[src/hdl/stm_pkg.sv]
// Notes on behaviour
// Safety device requests torque off by pulling both channels to 0 V.
// Enter torque off when both channels drop together or within window.
// Discrepancy window defaults to one hundred milliseconds.
// Second channel missing the window raises a discrepancy error.
// Monitor state machine advances only on the ten-millisecond tick.
// Levels compared each tick; prolonged inequality raises an error.
// Brief test pulses on the channels are ignored, not a request.
// Only the two request channels can trigger torque off.
// Torque off cuts the gate-driver supply of the power stage.
// Monitor detects loss of gate-driver supply.
// Request disables control loop and PWM actuation.
// Request releases holding brake drive when a brake is configured.
// Request during active PWM is accepted and flags an error.
// General acknowledge clears all acknowledgeable safety errors.
// Safe state reported only after the tick-based evaluation delay.
// No cross-circuit monitoring of the channel inputs.
// Standstill position is not monitored in torque off.
// Switchable 24 V auxiliary sensor supply output.
// Safety device should switch both channels at the same moment.
// Leave torque off only when both active and errors acknowledged.
package stm_pkg;

  // -------------------------------------------------------------------
  // Timing
  // -------------------------------------------------------------------
  localparam int CLK_HZ          = 200_000_000;
  localparam int TICK_MS         = 10;
  localparam int TICK_CYC        = CLK_HZ / 1000 * TICK_MS;
  localparam int DISC_MS         = 100;
  localparam int DISC_TICKS      = DISC_MS / TICK_MS;
  localparam int PULSE_US        = 1000;
  localparam int PULSE_CYC       = CLK_HZ / 1_000_000 * PULSE_US;
  localparam int UNEQ_TICKS      = 20;

  // -------------------------------------------------------------------
  // Reset values
  // -------------------------------------------------------------------
  localparam logic RST_AUX_ON    = 1'b0;

  typedef enum logic [2:0] {
    STM_RUN,
    STM_ONE_OFF,
    STM_SAFE,
    STM_FAULT
  } stm_state_e;

endpackage : stm_pkg

[src/hdl/stm_ch_if.sv]
interface stm_ch_if;
  logic raw;
  logic clean;
  modport flt (input raw, output clean);
  modport mon (output raw, input clean);
endinterface : stm_ch_if

[src/hdl/stm_tick.sv]
module stm_tick
  import stm_pkg::*;
#(
  parameter int PERIOD = TICK_CYC
) (
  input  wire logic mclk,
  input  wire logic srst,
  input  wire logic ce,
  output logic      tick
);
  initial begin
    if (PERIOD < 2) $error("stm_tick: PERIOD too small");
  end

  typedef struct packed {
    logic [31:0] cnt;
    logic        tick;
  } stm_tick_s;

  stm_tick_s s_q, s_d;

  // -------------------------------------------------------------------
  // Free-running divider producing one-cycle tick
  // -------------------------------------------------------------------
  always_comb begin
    s_d = s_q;
    s_d.tick = 1'b0;
    if (s_q.cnt == 32'(PERIOD - 1)) begin
      s_d.cnt  = 32'h0;
      s_d.tick = 1'b1;
    end else begin
      s_d.cnt = s_q.cnt + 32'h1;
    end
  end

  always_ff @(posedge mclk) begin
    if (srst) begin
      s_q <= '0;
    end else if (ce) begin
      s_q <= s_d;
    end
  end

  assign tick = s_q.tick & ce;
endmodule : stm_tick

[src/hdl/stm_pulse_flt.sv]
module stm_pulse_flt
  import stm_pkg::*;
#(
  parameter int HOLD = PULSE_CYC
) (
  input  wire logic mclk,
  input  wire logic srst,
  input  wire logic ce,
  stm_ch_if.flt     ch
);
  initial begin
    if (HOLD < 1) $error("stm_pulse_flt: HOLD too small");
  end

  typedef struct packed {
    logic [31:0] cnt;
    logic        clean;
  } stm_flt_s;

  stm_flt_s s_q, s_d;

  // -------------------------------------------------------------------
  // Low must persist HOLD cycles; return to high passes at once
  // -------------------------------------------------------------------
  // Trade-off: a genuine request is seen HOLD cycles late, far below tick
  always_comb begin
    s_d = s_q;
    if (ch.raw) begin
      s_d.cnt   = 32'h0;
      s_d.clean = 1'b1;
    end else if (s_q.cnt >= 32'(HOLD - 1)) begin
      s_d.clean = 1'b0;
    end else begin
      s_d.cnt = s_q.cnt + 32'h1;
    end
  end

  always_ff @(posedge mclk) begin
    if (srst) begin
      s_q <= '{cnt: 32'h0, clean: 1'b1};
    end else if (ce) begin
      s_q <= s_d;
    end
  end

  assign ch.clean = s_q.clean;
endmodule : stm_pulse_flt

[src/hdl/stm_monitor.sv]
module stm_monitor
  import stm_pkg::*;
#(
  parameter int TICK_PERIOD = TICK_CYC,
  parameter int PULSE_HOLD  = PULSE_CYC,
  parameter int DISC_LIMIT  = DISC_TICKS,
  parameter int UNEQ_LIMIT  = UNEQ_TICKS
) (
  input  wire logic mclk,
  input  wire logic srst,
  input  wire logic ce,
  input  wire logic torque_off_request_a,
  input  wire logic torque_off_request_b,
  input  wire logic gate_supply_ok,
  input  wire logic pwm_active,
  input  wire logic brake_configured,
  input  wire logic brake_request,
  input  wire logic error_ack,
  input  wire logic aux_enable,
  output logic      gate_supply_en,
  output logic      control_enable,
  output logic      pwm_enable,
  output logic      brake_drive,
  output logic      safe_torque_off,
  output logic      supply_lost,
  output logic      err_discrepancy,
  output logic      err_unequal,
  output logic      err_pwm_active,
  output logic      aux_sensor_supply_out
);
  initial begin
    if (DISC_LIMIT < 1 || DISC_LIMIT > 255)
      $error("stm_monitor: DISC_LIMIT out of range");
    if (UNEQ_LIMIT < 1 || UNEQ_LIMIT > 255)
      $error("stm_monitor: UNEQ_LIMIT out of range");
  end

  // -------------------------------------------------------------------
  // Channel filters and evaluation tick
  // -------------------------------------------------------------------
  // Only these two channels feed the state machine; no other input may
  // request torque off, so fieldbus or I/O stay out of this path
  stm_ch_if ch_a ();
  stm_ch_if ch_b ();

  assign ch_a.raw = torque_off_request_a;
  assign ch_b.raw = torque_off_request_b;

  logic tick;

  stm_tick #(
    .PERIOD (TICK_PERIOD)
  ) u_tick (
    .mclk (mclk),
    .srst (srst),
    .ce   (ce),
    .tick (tick)
  );

  stm_pulse_flt #(
    .HOLD (PULSE_HOLD)
  ) u_flt_a (
    .mclk (mclk),
    .srst (srst),
    .ce   (ce),
    .ch   (ch_a.flt)
  );

  stm_pulse_flt #(
    .HOLD (PULSE_HOLD)
  ) u_flt_b (
    .mclk (mclk),
    .srst (srst),
    .ce   (ce),
    .ch   (ch_b.flt)
  );

  // Channel inactive means voltage removed (low level)
  logic off_a;
  logic off_b;
  logic any_off;
  logic both_off;
  logic both_on;

  assign off_a    = ~ch_a.clean;
  assign off_b    = ~ch_b.clean;
  assign any_off  = off_a | off_b;
  assign both_off = off_a & off_b;
  assign both_on  = ~any_off;

  // -------------------------------------------------------------------
  // State
  // -------------------------------------------------------------------
  typedef struct packed {
    stm_state_e  st;
    logic [7:0]  disc_cnt;
    logic [7:0]  uneq_cnt;
    logic        err_disc;
    logic        err_uneq;
    logic        err_pwm;
    logic        safe_off;
    logic        ctl_en;
    logic        pwm_en;
    logic        brake;
    logic        gate_en;
    logic        lost;
    logic        aux;
  } stm_mon_s;

  stm_mon_s s_q, s_d;

  logic any_err;
  assign any_err = s_q.err_disc | s_q.err_uneq | s_q.err_pwm;

  // -------------------------------------------------------------------
  // Next-state logic
  // -------------------------------------------------------------------
  always_comb begin
    s_d = s_q;

    // Acknowledge clears all safety errors together; any error raised
    // later in this same cycle overrides the clear, so the set wins
    if (error_ack) begin
      s_d.err_disc = 1'b0;
      s_d.err_uneq = 1'b0;
      s_d.err_pwm  = 1'b0;
    end

    // Gate-driver supply follows the filtered channels directly, so the
    // power stage is off long before the tick-based state reports it
    s_d.gate_en = both_on;

    // Loss of driver supply seen on the sense input
    s_d.lost = ~gate_supply_ok;

    // Aux supply is a plain switch for external sensors
    s_d.aux = aux_enable;

    // Request seen at once: drop control, PWM and brake drive
    if (any_off) begin
      s_d.ctl_en = 1'b0;
      s_d.pwm_en = 1'b0;
    end
    if (any_off || s_q.st == STM_SAFE || s_q.st == STM_FAULT) begin
      s_d.brake = 1'b0;
    end else begin
      s_d.brake = brake_configured & brake_request;
    end

    // Request while PWM still switching: accepted, but flagged
    if (any_off && pwm_active && s_q.pwm_en) begin
      s_d.err_pwm = 1'b1;
    end

    // Wiring faults between channels are not checked here; the external
    // safety relay must provide cross-circuit detection if needed


    // The state machine moves only on the evaluation tick
    if (tick) begin
      // Unequal levels counted on every tick
      if (off_a != off_b) begin
        if (s_q.uneq_cnt >= 8'(UNEQ_LIMIT - 1)) begin
          s_d.err_uneq = 1'b1;
        end else begin
          s_d.uneq_cnt = s_q.uneq_cnt + 8'h01;
        end
      end else begin
        s_d.uneq_cnt = 8'h00;
      end

      case (s_q.st)
        STM_RUN: begin
          if (both_off) begin
            s_d.st       = STM_SAFE;
            s_d.safe_off = 1'b1;
          end else if (any_off) begin
            s_d.st       = STM_ONE_OFF;
            s_d.disc_cnt = 8'h01;
          end
        end
        STM_ONE_OFF: begin
          if (both_off) begin
            s_d.st       = STM_SAFE;
            s_d.safe_off = 1'b1;
          end else if (both_on) begin
            s_d.st = STM_RUN;
          end else if (s_q.disc_cnt >= 8'(DISC_LIMIT)) begin
            // Window elapsed with only one channel off, see
            s_d.st       = STM_FAULT;
            s_d.err_disc = 1'b1;
          end else begin
            s_d.disc_cnt = s_q.disc_cnt + 8'h01;
          end
        end
        STM_SAFE: begin
          // No standstill supervision in this state, see
          if (both_on && !any_err) begin
            s_d.st       = STM_RUN;
            s_d.safe_off = 1'b0;
            s_d.ctl_en   = 1'b1;
            s_d.pwm_en   = 1'b1;
          end
        end
        STM_FAULT: begin
          if (both_off) begin
            s_d.st       = STM_SAFE;
            s_d.safe_off = 1'b1;
          end else if (both_on && !any_err) begin
            s_d.st     = STM_RUN;
            s_d.ctl_en = 1'b1;
            s_d.pwm_en = 1'b1;
          end
        end
        default: begin
          s_d.st       = STM_SAFE;
          s_d.safe_off = 1'b1;
        end
      endcase
      if (s_d.st != STM_ONE_OFF) begin
        s_d.disc_cnt = 8'h00;
      end
      if (s_d.st == STM_RUN) begin
        s_d.ctl_en = both_on;
        s_d.pwm_en = both_on;
      end
    end

  end

  // -------------------------------------------------------------------
  // Registers
  // -------------------------------------------------------------------
  // Reset starts in the safe state: motion needs both channels active
  always_ff @(posedge mclk) begin
    if (srst) begin
      s_q <= '{st: STM_SAFE, disc_cnt: 8'h00, uneq_cnt: 8'h00,
               err_disc: 1'b0, err_uneq: 1'b0, err_pwm: 1'b0,
               safe_off: 1'b1, ctl_en: 1'b0, pwm_en: 1'b0, brake: 1'b0,
               gate_en: 1'b0, lost: 1'b0, aux: RST_AUX_ON};
    end else if (ce) begin
      s_q <= s_d;
    end
  end

  // -------------------------------------------------------------------
  // Outputs
  // -------------------------------------------------------------------
  assign gate_supply_en        = s_q.gate_en;
  assign control_enable        = s_q.ctl_en;
  assign pwm_enable            = s_q.pwm_en;
  assign brake_drive           = s_q.brake;
  assign safe_torque_off       = s_q.safe_off;
  assign supply_lost           = s_q.lost;
  assign err_discrepancy       = s_q.err_disc;
  assign err_unequal           = s_q.err_uneq;
  assign err_pwm_active        = s_q.err_pwm;
  assign aux_sensor_supply_out = s_q.aux;
endmodule : stm_monitor

[config.mk]
export PLATFORM = sky130hd
export DESIGN_NAME = stm_monitor
export DESIGN_NICKNAME = d
export VERILOG_FILES = /design/src/hdl/stm_pkg.sv /design/src/hdl/stm_ch_if.sv /design/src/hdl/stm_tick.sv /design/src/hdl/stm_pulse_flt.sv /design/src/hdl/stm_monitor.sv
export SDC_FILE = /design/constraint.sdc
export NUM_CORES = 1
export LEC_CHECK = 0
export ABC_AREA = 1
export BUFFER_PORTS_ARGS = -buffer_cell sky130_fd_sc_hd__buf_2
export CAP_MARGIN = 25
export CORE_MARGIN = 10
export CORE_UTILIZATION = 64
export CTS_BUF_LIST = sky130_fd_sc_hd__clkbuf_8
export DETAILED_ROUTE_END_ITERATION = 8
export PLACE_DENSITY = 0.82
export SYNTH_ARGS = -nofsm -noshare
export SYNTH_HDL_FRONTEND = slang
export SYNTH_SLANG_ARGS = --single-unit
[constraint.sdc]
create_clock -name mclk -period 2 [get_ports mclk]
set_input_delay 0.4 -clock mclk [delete_from_list [all_inputs] [get_ports mclk]]
set_output_delay 0.4 -clock mclk [all_outputs]
set_load 0.01 [all_outputs]
==> results of run 1 <==
-- final cells by class --
type	instances	area [µm²]
Timing Repair Buffer	43	285.3
Inverter	98	375.4
Clock buffer	20	275.3
Fill cell	790	2577
Multi-Input combinational cell	671	3385
Tap cell	133	166.4
Sequential cell	128	2570
Clock inverter	12	95.09
-- critical path, stage by stage (launching register included) --
cell,delay [ns]
dfxtp_2,0.35
ha_4,0.16
nand2_2,0.08
nor2_4,0.06
nand2_4,0.07
nand2_1,0.05
nand2_1,0.06
nand2_1,0.04
nand2_1,0.07
nand2_2,0.08
nor2_4,0.26
clkinv_4,0.17
o21ai_0,0.23
a21oi_1,0.08
-- path summary, 6_finish.rpt --
path                   startpoint               to  depth (start not counted)
setup / recovery   u_flt_a.s_q[1]   u_flt_a.s_q[1]                         13
hold / removal     gate_supply_ok      supply_lost                          2
setup reg to reg   u_flt_a.s_q[1]   u_flt_a.s_q[1]                         13
hold reg to reg   u_flt_a.s_q[31]  u_flt_a.s_q[31]                          2
-- registers in the layout, summed over array words and instances (netlist names) --
| signal | count |
|---|---|
| u_tick.s_q | 33 |
| u_flt_a.s_q | 32 |
| u_flt_b.s_q | 32 |
| s_q | 19 |
| aux_sensor_supply_out | 1 |
| brake_drive | 1 |
| control_enable | 1 |
| err_discrepancy | 1 |
| err_pwm_active | 1 |
| err_unequal | 1 |
| gate_supply_en | 1 |
| pwm_enable | 1 |
| safe_torque_off | 1 |
| supply_lost | 1 |
| u_flt_a.ch.clean | 1 |
| u_flt_b.ch.clean | 1 |
-- report_power, final --
part           switching [mW]  total [mW]  leakage (nW)  internal [mW]
clock                    1.02        2.08         0.196           1.06
combinational           0.161       0.224          1.61         0.0631
sequential             0.0127        2.57          1.03           2.56
total                    1.19        4.88          2.84           3.69
-- timing repair --
action | 4_1_cts | 5_1_grt
resized for setup | 1 | 26
setup endpoints to repair | 4 | 61
cloned | 0 | 4
pin swaps | 0 | 14
setup buffers | 0 | 9
-- layer usage --
layer | share of wire [%] | vias to the layer above | GRT usage [%]
li1 | - | 3060 | -
met1 | 43 | 2846 | 24.95
met2 | 49 | 224 | 34.46
met3 | 6.2 | 36 | 4.360
met4 | 2.1 | 0 | 10.18
met5 | 0 | - | 0
-- cells in the mapped netlist, types with 2 or more instances --
master | instances | area [µm²]
nor2_4 | 4 | 45.04
nor2_2 | 4 | 25.02
clkbuf_1 | 16 | 60.06
a21boi_0 | 3 | 22.52
xor2_1 | 25 | 219.0
nand2_1 | 225 | 844.6
buf_2 | 3 | 15.01
nand4_1 | 26 | 162.7
nand3_1 | 48 | 240.2
a31oi_1 | 2 | 12.51
nand3b_1 | 3 | 22.52
buf_6 | 5 | 56.30
nand2_2 | 5 | 31.28
o21ai_0 | 27 | 135.1
nor3_1 | 46 | 230.2
ha_1 | 8 | 100.1
o211ai_1 | 2 | 15.01
buf_4 | 2 | 15.01
xnor2_1 | 6 | 52.55
inv_1 | 92 | 345.3
nor4_1 | 7 | 43.79
nand2_4 | 2 | 22.52
nand3_2 | 2 | 20.02
nor2_1 | 131 | 491.7
nor3b_1 | 4 | 30.03
or2_2 | 3 | 18.77
inv_2 | 5 | 18.77
dfxtp_1 | 128 | 2562
a21oi_1 | 70 | 350.3
-- per-stage QoR --
step | util (%) | total power, mW | area (µm²) | cells | setup WS [ns]
global route | 73.51 | 5.037 | 7152 | 1105 | -0.04984
detailed placement | 67.57 | 2.820 | 6574 | 1060 | -0.0002489
CTS | 71.42 | 4.868 | 6949 | 1092 | 0.02688
global placement | 67.57 | 2.813 | 6574 | 1060 | 0.07777
floorplan | - | 2.766 | 6354 | 920 | 0.3327
finish | 73.51 | 4.879 | 7152 | 1105 | 0.1005
-- kinds of logic after synthesis --
logic type	count (synthesis)	share of synthesized area, %
adder cells (fa/ha/maj)	8	1.575
flip-flops	128	40.33
buffers and inverters	125	8.172
XOR/XNOR	31	4.273
AND/OR/NAND/NOR	520	36.69
AO/OA/AOI/OAI	108	8.960
==> results by group, run 1 <==
Global routing
  • Global Route Usage Sum: 20.72%
  • Total gr overflow: 0
  • Global-route wire length before repair: 25050 µm
  • Initial antenna violation count: 0
  • Vias in the first global route: 5677
  • Largest net degree at the start of global routing: 37

Placement
  • GPL Wtd Cong: 0.9877
  • Dpl hpwl: 10230 µm
  • Buffers on Ports: 20

Timing
  • Setup TNS: 0 ns
  • Rel. slew slack: 63.49%
  • Min Hold Slack: 0.1153 ns
  • Slew @ Worst Pin: 0.5435 ns
  • Setup violators final: 0
  • FMAX: 526.5 MHz
  • Fin crit share: 94.97%
  • Fin. Hold Viols: 0
  • Final Max Slew Viols: 0
  • Clock skew: 0.007231 ns
  • Min Clock Period, post-route: 1.899 ns
  • RSZ-0062 raised after global routing: true

Floorplanning
  • Total die area: 14310 µm²
  • # rows: 36
  • Io pins: 21
  • Initial Util: 65.30%
  • Width of the die: 119.6 µm
  • Vert. Die Dim: 119.6 µm
  • Core footprint: 9729 µm²

Yosys
  • Synth Cell Area: 6354 µm²
  • Synth async-reset ratio: 0%
  • Syn nets: 939
  • Cell variety after synth: 45
  • Number of flops mapped to enable cells by yosys: 0
  • Top_reg_cell synth: dfxtp_1
  • Post-synthesis sequential area ratio: 40.33%
  • FF+latch count, synth: 128
  • Mean Syn Cell Area: 6.906 µm²
  • Gate Count Post-Synth: 920
  • Yosys warning count: 0

Routing
  • DRC Markers: 0
  • Antenna Violating Nets Remaining: 0
  • Post-Route WL: 15290 µm
  • Total vias in the final route: 6166
  • Initial drt markers: 637
  • Avg WL per Cell: 13.84 µm
  • Vias/cell: 5.580
  • First-pass iteration count of the detailed router: 5

Pwr
  • Power density over cell area: 682.1 nW/µm²
  • Peak VDD IR: 0.0006109 V
  • Leakage: 2.842 nW

Clock tree
  • H-Tree Level Count: 4
  • CTS Root Cell: clkbuf_8
  • Clock sink total: 128
  • CTS tree: yes
  • Num CTS Buffers: 17
  • CTS clk-pin slew, worst paths: 0.07 ns
  • Worst-skew pair later-pin latency: 0.45 ns
  • # hold bufs at CTS: 0
  • CTS Buffer Depth: 2

Layout
  • Antenna cells: 0
  • Share of cells above drive strength 1: 12.55%
  • Commonest non-fill, non-tap cell in the layout: nand2_1
  • Layout area overhead: 12.56%
  • Most frequent cells in the layout: 223 x nand2_1, 128 x nor2_1, 122 x dfxtp_1, 95 x inv_1, 70 x a21oi_1
  • Nets: 978

Critical path
  • Crit path arrival time: 2.23 ns
  • Crit Path Class: flip-flop to flip-flop
  • Crit start category: flip-flop
  • Endpoint class of the critical path: flip-flop
  • Worst-path maximum fanout: 6
  • FF-to-FF setup slack: 0.10 ns
  • WP data required: 2.33 ns

Flow run
  • Max-Cap Viols: 0

Outcome
  • Status: completed

Worst hold path
  • Min-Delay Path Class: primary input to flip-flop
(Power assumes the default switching activity.)
==> inputs of run 2 (changes only) <==
--- a/config.mk
+++ b/config.mk
@@ -8,6 +8,7 @@
 export ABC_AREA = 1
 export BUFFER_PORTS_ARGS = -buffer_cell sky130_fd_sc_hd__buf_2
 export CAP_MARGIN = 25
+export CORE_ASPECT_RATIO = 1.2
 export CORE_MARGIN = 10
 export CORE_UTILIZATION = 64
 export CTS_BUF_LIST = sky130_fd_sc_hd__clkbuf_8
==> run 2 against run 1 <==
Effect of this change: largest cell class unchanged; routed wire length fell by 1.8%; sequential share of layout area rose by 0.077 points; critical endpoint is now s_q[21]; maximum frequency rose by 1.3%; hold slack improved by 0.0018 ns; combinational power fell by 8%.
==> results by group, run 2 (synthesized netlist as in run 1, its figures left out) <==
Pwr
  • Total Power: 5.162 mW (was 4.879 mW)
  • Power density over cell area: 723.7 nW/µm² (was 682.1 nW/µm²)
  • Leakage: 2.817 nW (was 2.842 nW)
  • Peak VDD IR: 0.0005305 V (was 0.0006109 V)

Clock tree
  • # hold bufs at CTS: 0 (unchanged)
  • Num CTS Buffers: 17 (unchanged)
  • Worst-skew pair later-pin latency: 0.45 ns (about the same)
  • CTS clk-pin slew, worst paths: 0.08 ns (was 0.07 ns)
  • Clock sink total: 128 (unchanged)
  • H-Tree Level Count: 4 (unchanged)
  • CTS tree: yes (unchanged)
  • CTS Root Cell: clkbuf_8 (unchanged)
  • CTS Buffer Depth: 2 (unchanged)

Layout
  • Share of cells above drive strength 1: 12.49% (was 12.55%)
  • # fillers: 743 (was 790)
  • Commonest non-fill, non-tap cell in the layout: nand2_1 (unchanged)
  • Final core utilization: 74.20% (was 73.51%)
  • Most frequent cells in the layout: 223 x nand2_1, 127 x nor2_1, 123 x dfxtp_1, 92 x inv_1, 70 x a21oi_1 (was 223 x nand2_1, 128 x nor2_1, 122 x dfxtp_1, 95 x inv_1, 70 x a21oi_1)
  • Nets: 975 (was 978)
  • Final std cells w/o fill: 1092 (was 1105)
  • Largest regs: u_tick.s_q (33), u_flt_a.s_q (32), u_flt_b.s_q (32) (unchanged)
  • Antenna cells: 0 (unchanged)
  • Max reg flops: 33 (unchanged)
  • Layout area overhead: 12.27% (was 12.56%)
  • Largest reg by FF count: u_tick.s_q (unchanged)

Critical path
  • CP max stage delay: 0.37 ns (was 0.35 ns)
  • Crit start category: flip-flop (unchanged)
  • Crit path cell chain: ha_1, inv_1, nor2_1, nand2_1, inv_1, nor2_1, nor3_1, nand2_1, nor2_2, nand2_1, nand2_1, nand2_1, nor2_1 (was ha_4, nand2_2, nor2_4, nand2_4, nand2_1, nand2_1, nand2_1, nand2_1, nand2_2, nor2_4, clkinv_4, o21ai_0, a21oi_1)
  • Crit path arrival time: 2.27 ns (was 2.23 ns)
  • Crit Path Class: flip-flop to flip-flop (unchanged)
  • WP data required: 2.39 ns (was 2.33 ns)
  • Endpoint class of the critical path: flip-flop (unchanged)
  • Most frequent CP cell: nand2_1 (unchanged)
  • Worst-path maximum fanout: 5 (was 6)
  • CP max stage cell: dfxtp_1 (was dfxtp_2)

Global routing
  • Global-route wire length before repair: 25270 µm (was 25050 µm)
  • Global Route Usage Sum: 20.67% (was 20.72%)
  • Largest net degree at the start of global routing: 38 (was 37)
  • Vias in the first global route: 5817 (was 5677)
  • Total gr overflow: 0 (unchanged)
  • Initial antenna violation count: 0 (unchanged)

Placement
  • Pre-CTS setup slack: -0.05932 ns (was -0.0002489 ns)
  • Buffers on Ports: 20 (unchanged)
  • Cells after DPL: 1055 (was 1060)
  • Dpl hpwl: 10580 µm (was 10230 µm)
  • GPL Wtd Cong: 0.9528 (was 0.9877)

Timing
  • Setup TNS: 0 ns (unchanged)
  • Min Clock Period, post-route: 1.875 ns (was 1.899 ns)
  • Rel. slew slack: 67.36% (was 63.49%)
  • Clock skew: 0.01254 ns (was 0.007231 ns)
  • Setup violators final: 0 (unchanged)
  • Fin. Hold Viols: 0 (unchanged)
  • Final Max Slew Viols: 0 (unchanged)
  • FMAX: 533.2 MHz (was 526.5 MHz)
  • RSZ-0062 raised after global routing: true (unchanged)
  • Slew @ Worst Pin: 0.4858 ns (was 0.5435 ns)
  • Fin crit share: 93.77% (was 94.97%)
  • Final worst-path setup slack: 0.1247 ns (was 0.1005 ns)

Routing
  • Avg WL per Cell: 13.75 µm (was 13.84 µm)
  • Post-Route WL: 15010 µm (was 15290 µm)
  • Initial drt markers: 392 (was 637)
  • DRC Markers: 0 (unchanged)
  • Total vias in the final route: 6033 (was 6166)
  • Antenna Violating Nets Remaining: 0 (unchanged)
  • First-pass iteration count of the detailed router: 7 (was 5)
  • Vias/cell: 5.525 (was 5.580)

Worst hold path
  • Min-Delay Path Class: primary input to flip-flop (unchanged)

Floorplanning
  • Total die area: 14330 µm² (was 14310 µm²)
  • Initial Util: 66.09% (was 65.30%)
  • Vert. Die Dim: 129.1 µm (was 119.6 µm)
  • Width of the die: 111.0 µm (was 119.6 µm)
  • # rows: 39 (was 36)
  • Core footprint: 9613 µm² (was 9729 µm²)
  • Io pins: 21 (unchanged)

Flow run
  • Max-Cap Viols: 0 (unchanged)

Outcome
  • Status: completed (unchanged)
[run 2: changes by cell type in the layout (fill, tap and decap cells not counted), moves of 2 or more]
cell,before,now
inv_1,95,92
inv_6,1,6
nor2_4,6,4
bufinv_16,1,3
clkbuf_8,20,18
nor4_2,0,2
ha_1,5,7
nand2_4,4,2
[run 2: final timing paths]
path / from / end / slack (ns) / cells after the start
worst min register to register: u_flt_a.s_q[28] / u_flt_a.s_q[28] / 0.44 / 2
worst max-delay path: u_flt_a.ch.clean / s_q[21] / 0.12 / 13
worst max register to register: u_flt_a.ch.clean / s_q[21] / 0.12 / 13
worst min-delay path: gate_supply_ok / supply_lost / 0.12 / 2
[run 2: per-stage QoR]
step / instance area, µm² / hold slack, ns
finish: 7133 / 0.1172
global route: 7133 / 0.1099
CTS: 7029 / 0.1011
detailed placement: 6599 / 0.4281
global placement: 6599 / 0.4238
floorplan: 6354 / 0.4167
[run 2: layout make-up]
class | count | area [µm²] | share of cell area, %
Inverter | 98 | 372.9 | 5.227
Sequential cell | 128 | 2569 | 36.01
Tap cell | 123 | 153.9 | 2.158
Multi-Input combinational cell | 667 | 3324 | 46.61
Clock buffer | 18 | 247.7 | 3.473
Clock inverter | 14 | 177.7 | 2.491
Timing Repair Buffer | 44 | 287.8 | 4.034
[run 2: worst max-delay path: cells and delay by family (launching register included)]
family / cells / cell delay [ns]
and+or+nand+nor: 10 / 1.03
DFF: 1 / 0.37
buffers and inverters: 2 / 0.22
adders and majority gates: 1 / 0.19
[run 2: report_power, final]
group / switching, mW / leakage, nW / internal [mW] / total (mW)
clock: 1.10 / 0.203 / 1.28 / 2.38
combinational: 0.146 / 1.58 / 0.0616 / 0.207
sequential: 0.0114 / 1.03 / 2.56 / 2.57
total: 1.26 / 2.82 / 3.90 / 5.16
[run 2: repair_timing]
action	in CTS	in global routing
pin swaps	0	3
resized for setup	1	23
hold endpoints to repair	0	0
endpoints found under the setup margin	9	58
setup buffers	0	5
[run 2: metal layers]
layer	up-vias	part of all wire, %	GRT usage [%]
met3	41	4.9	4.940
li1	3049	-	-
met5	-	0	0
met4	0	2.4	10.28
met1	2772	41	21.80
met2	171	52	37.95
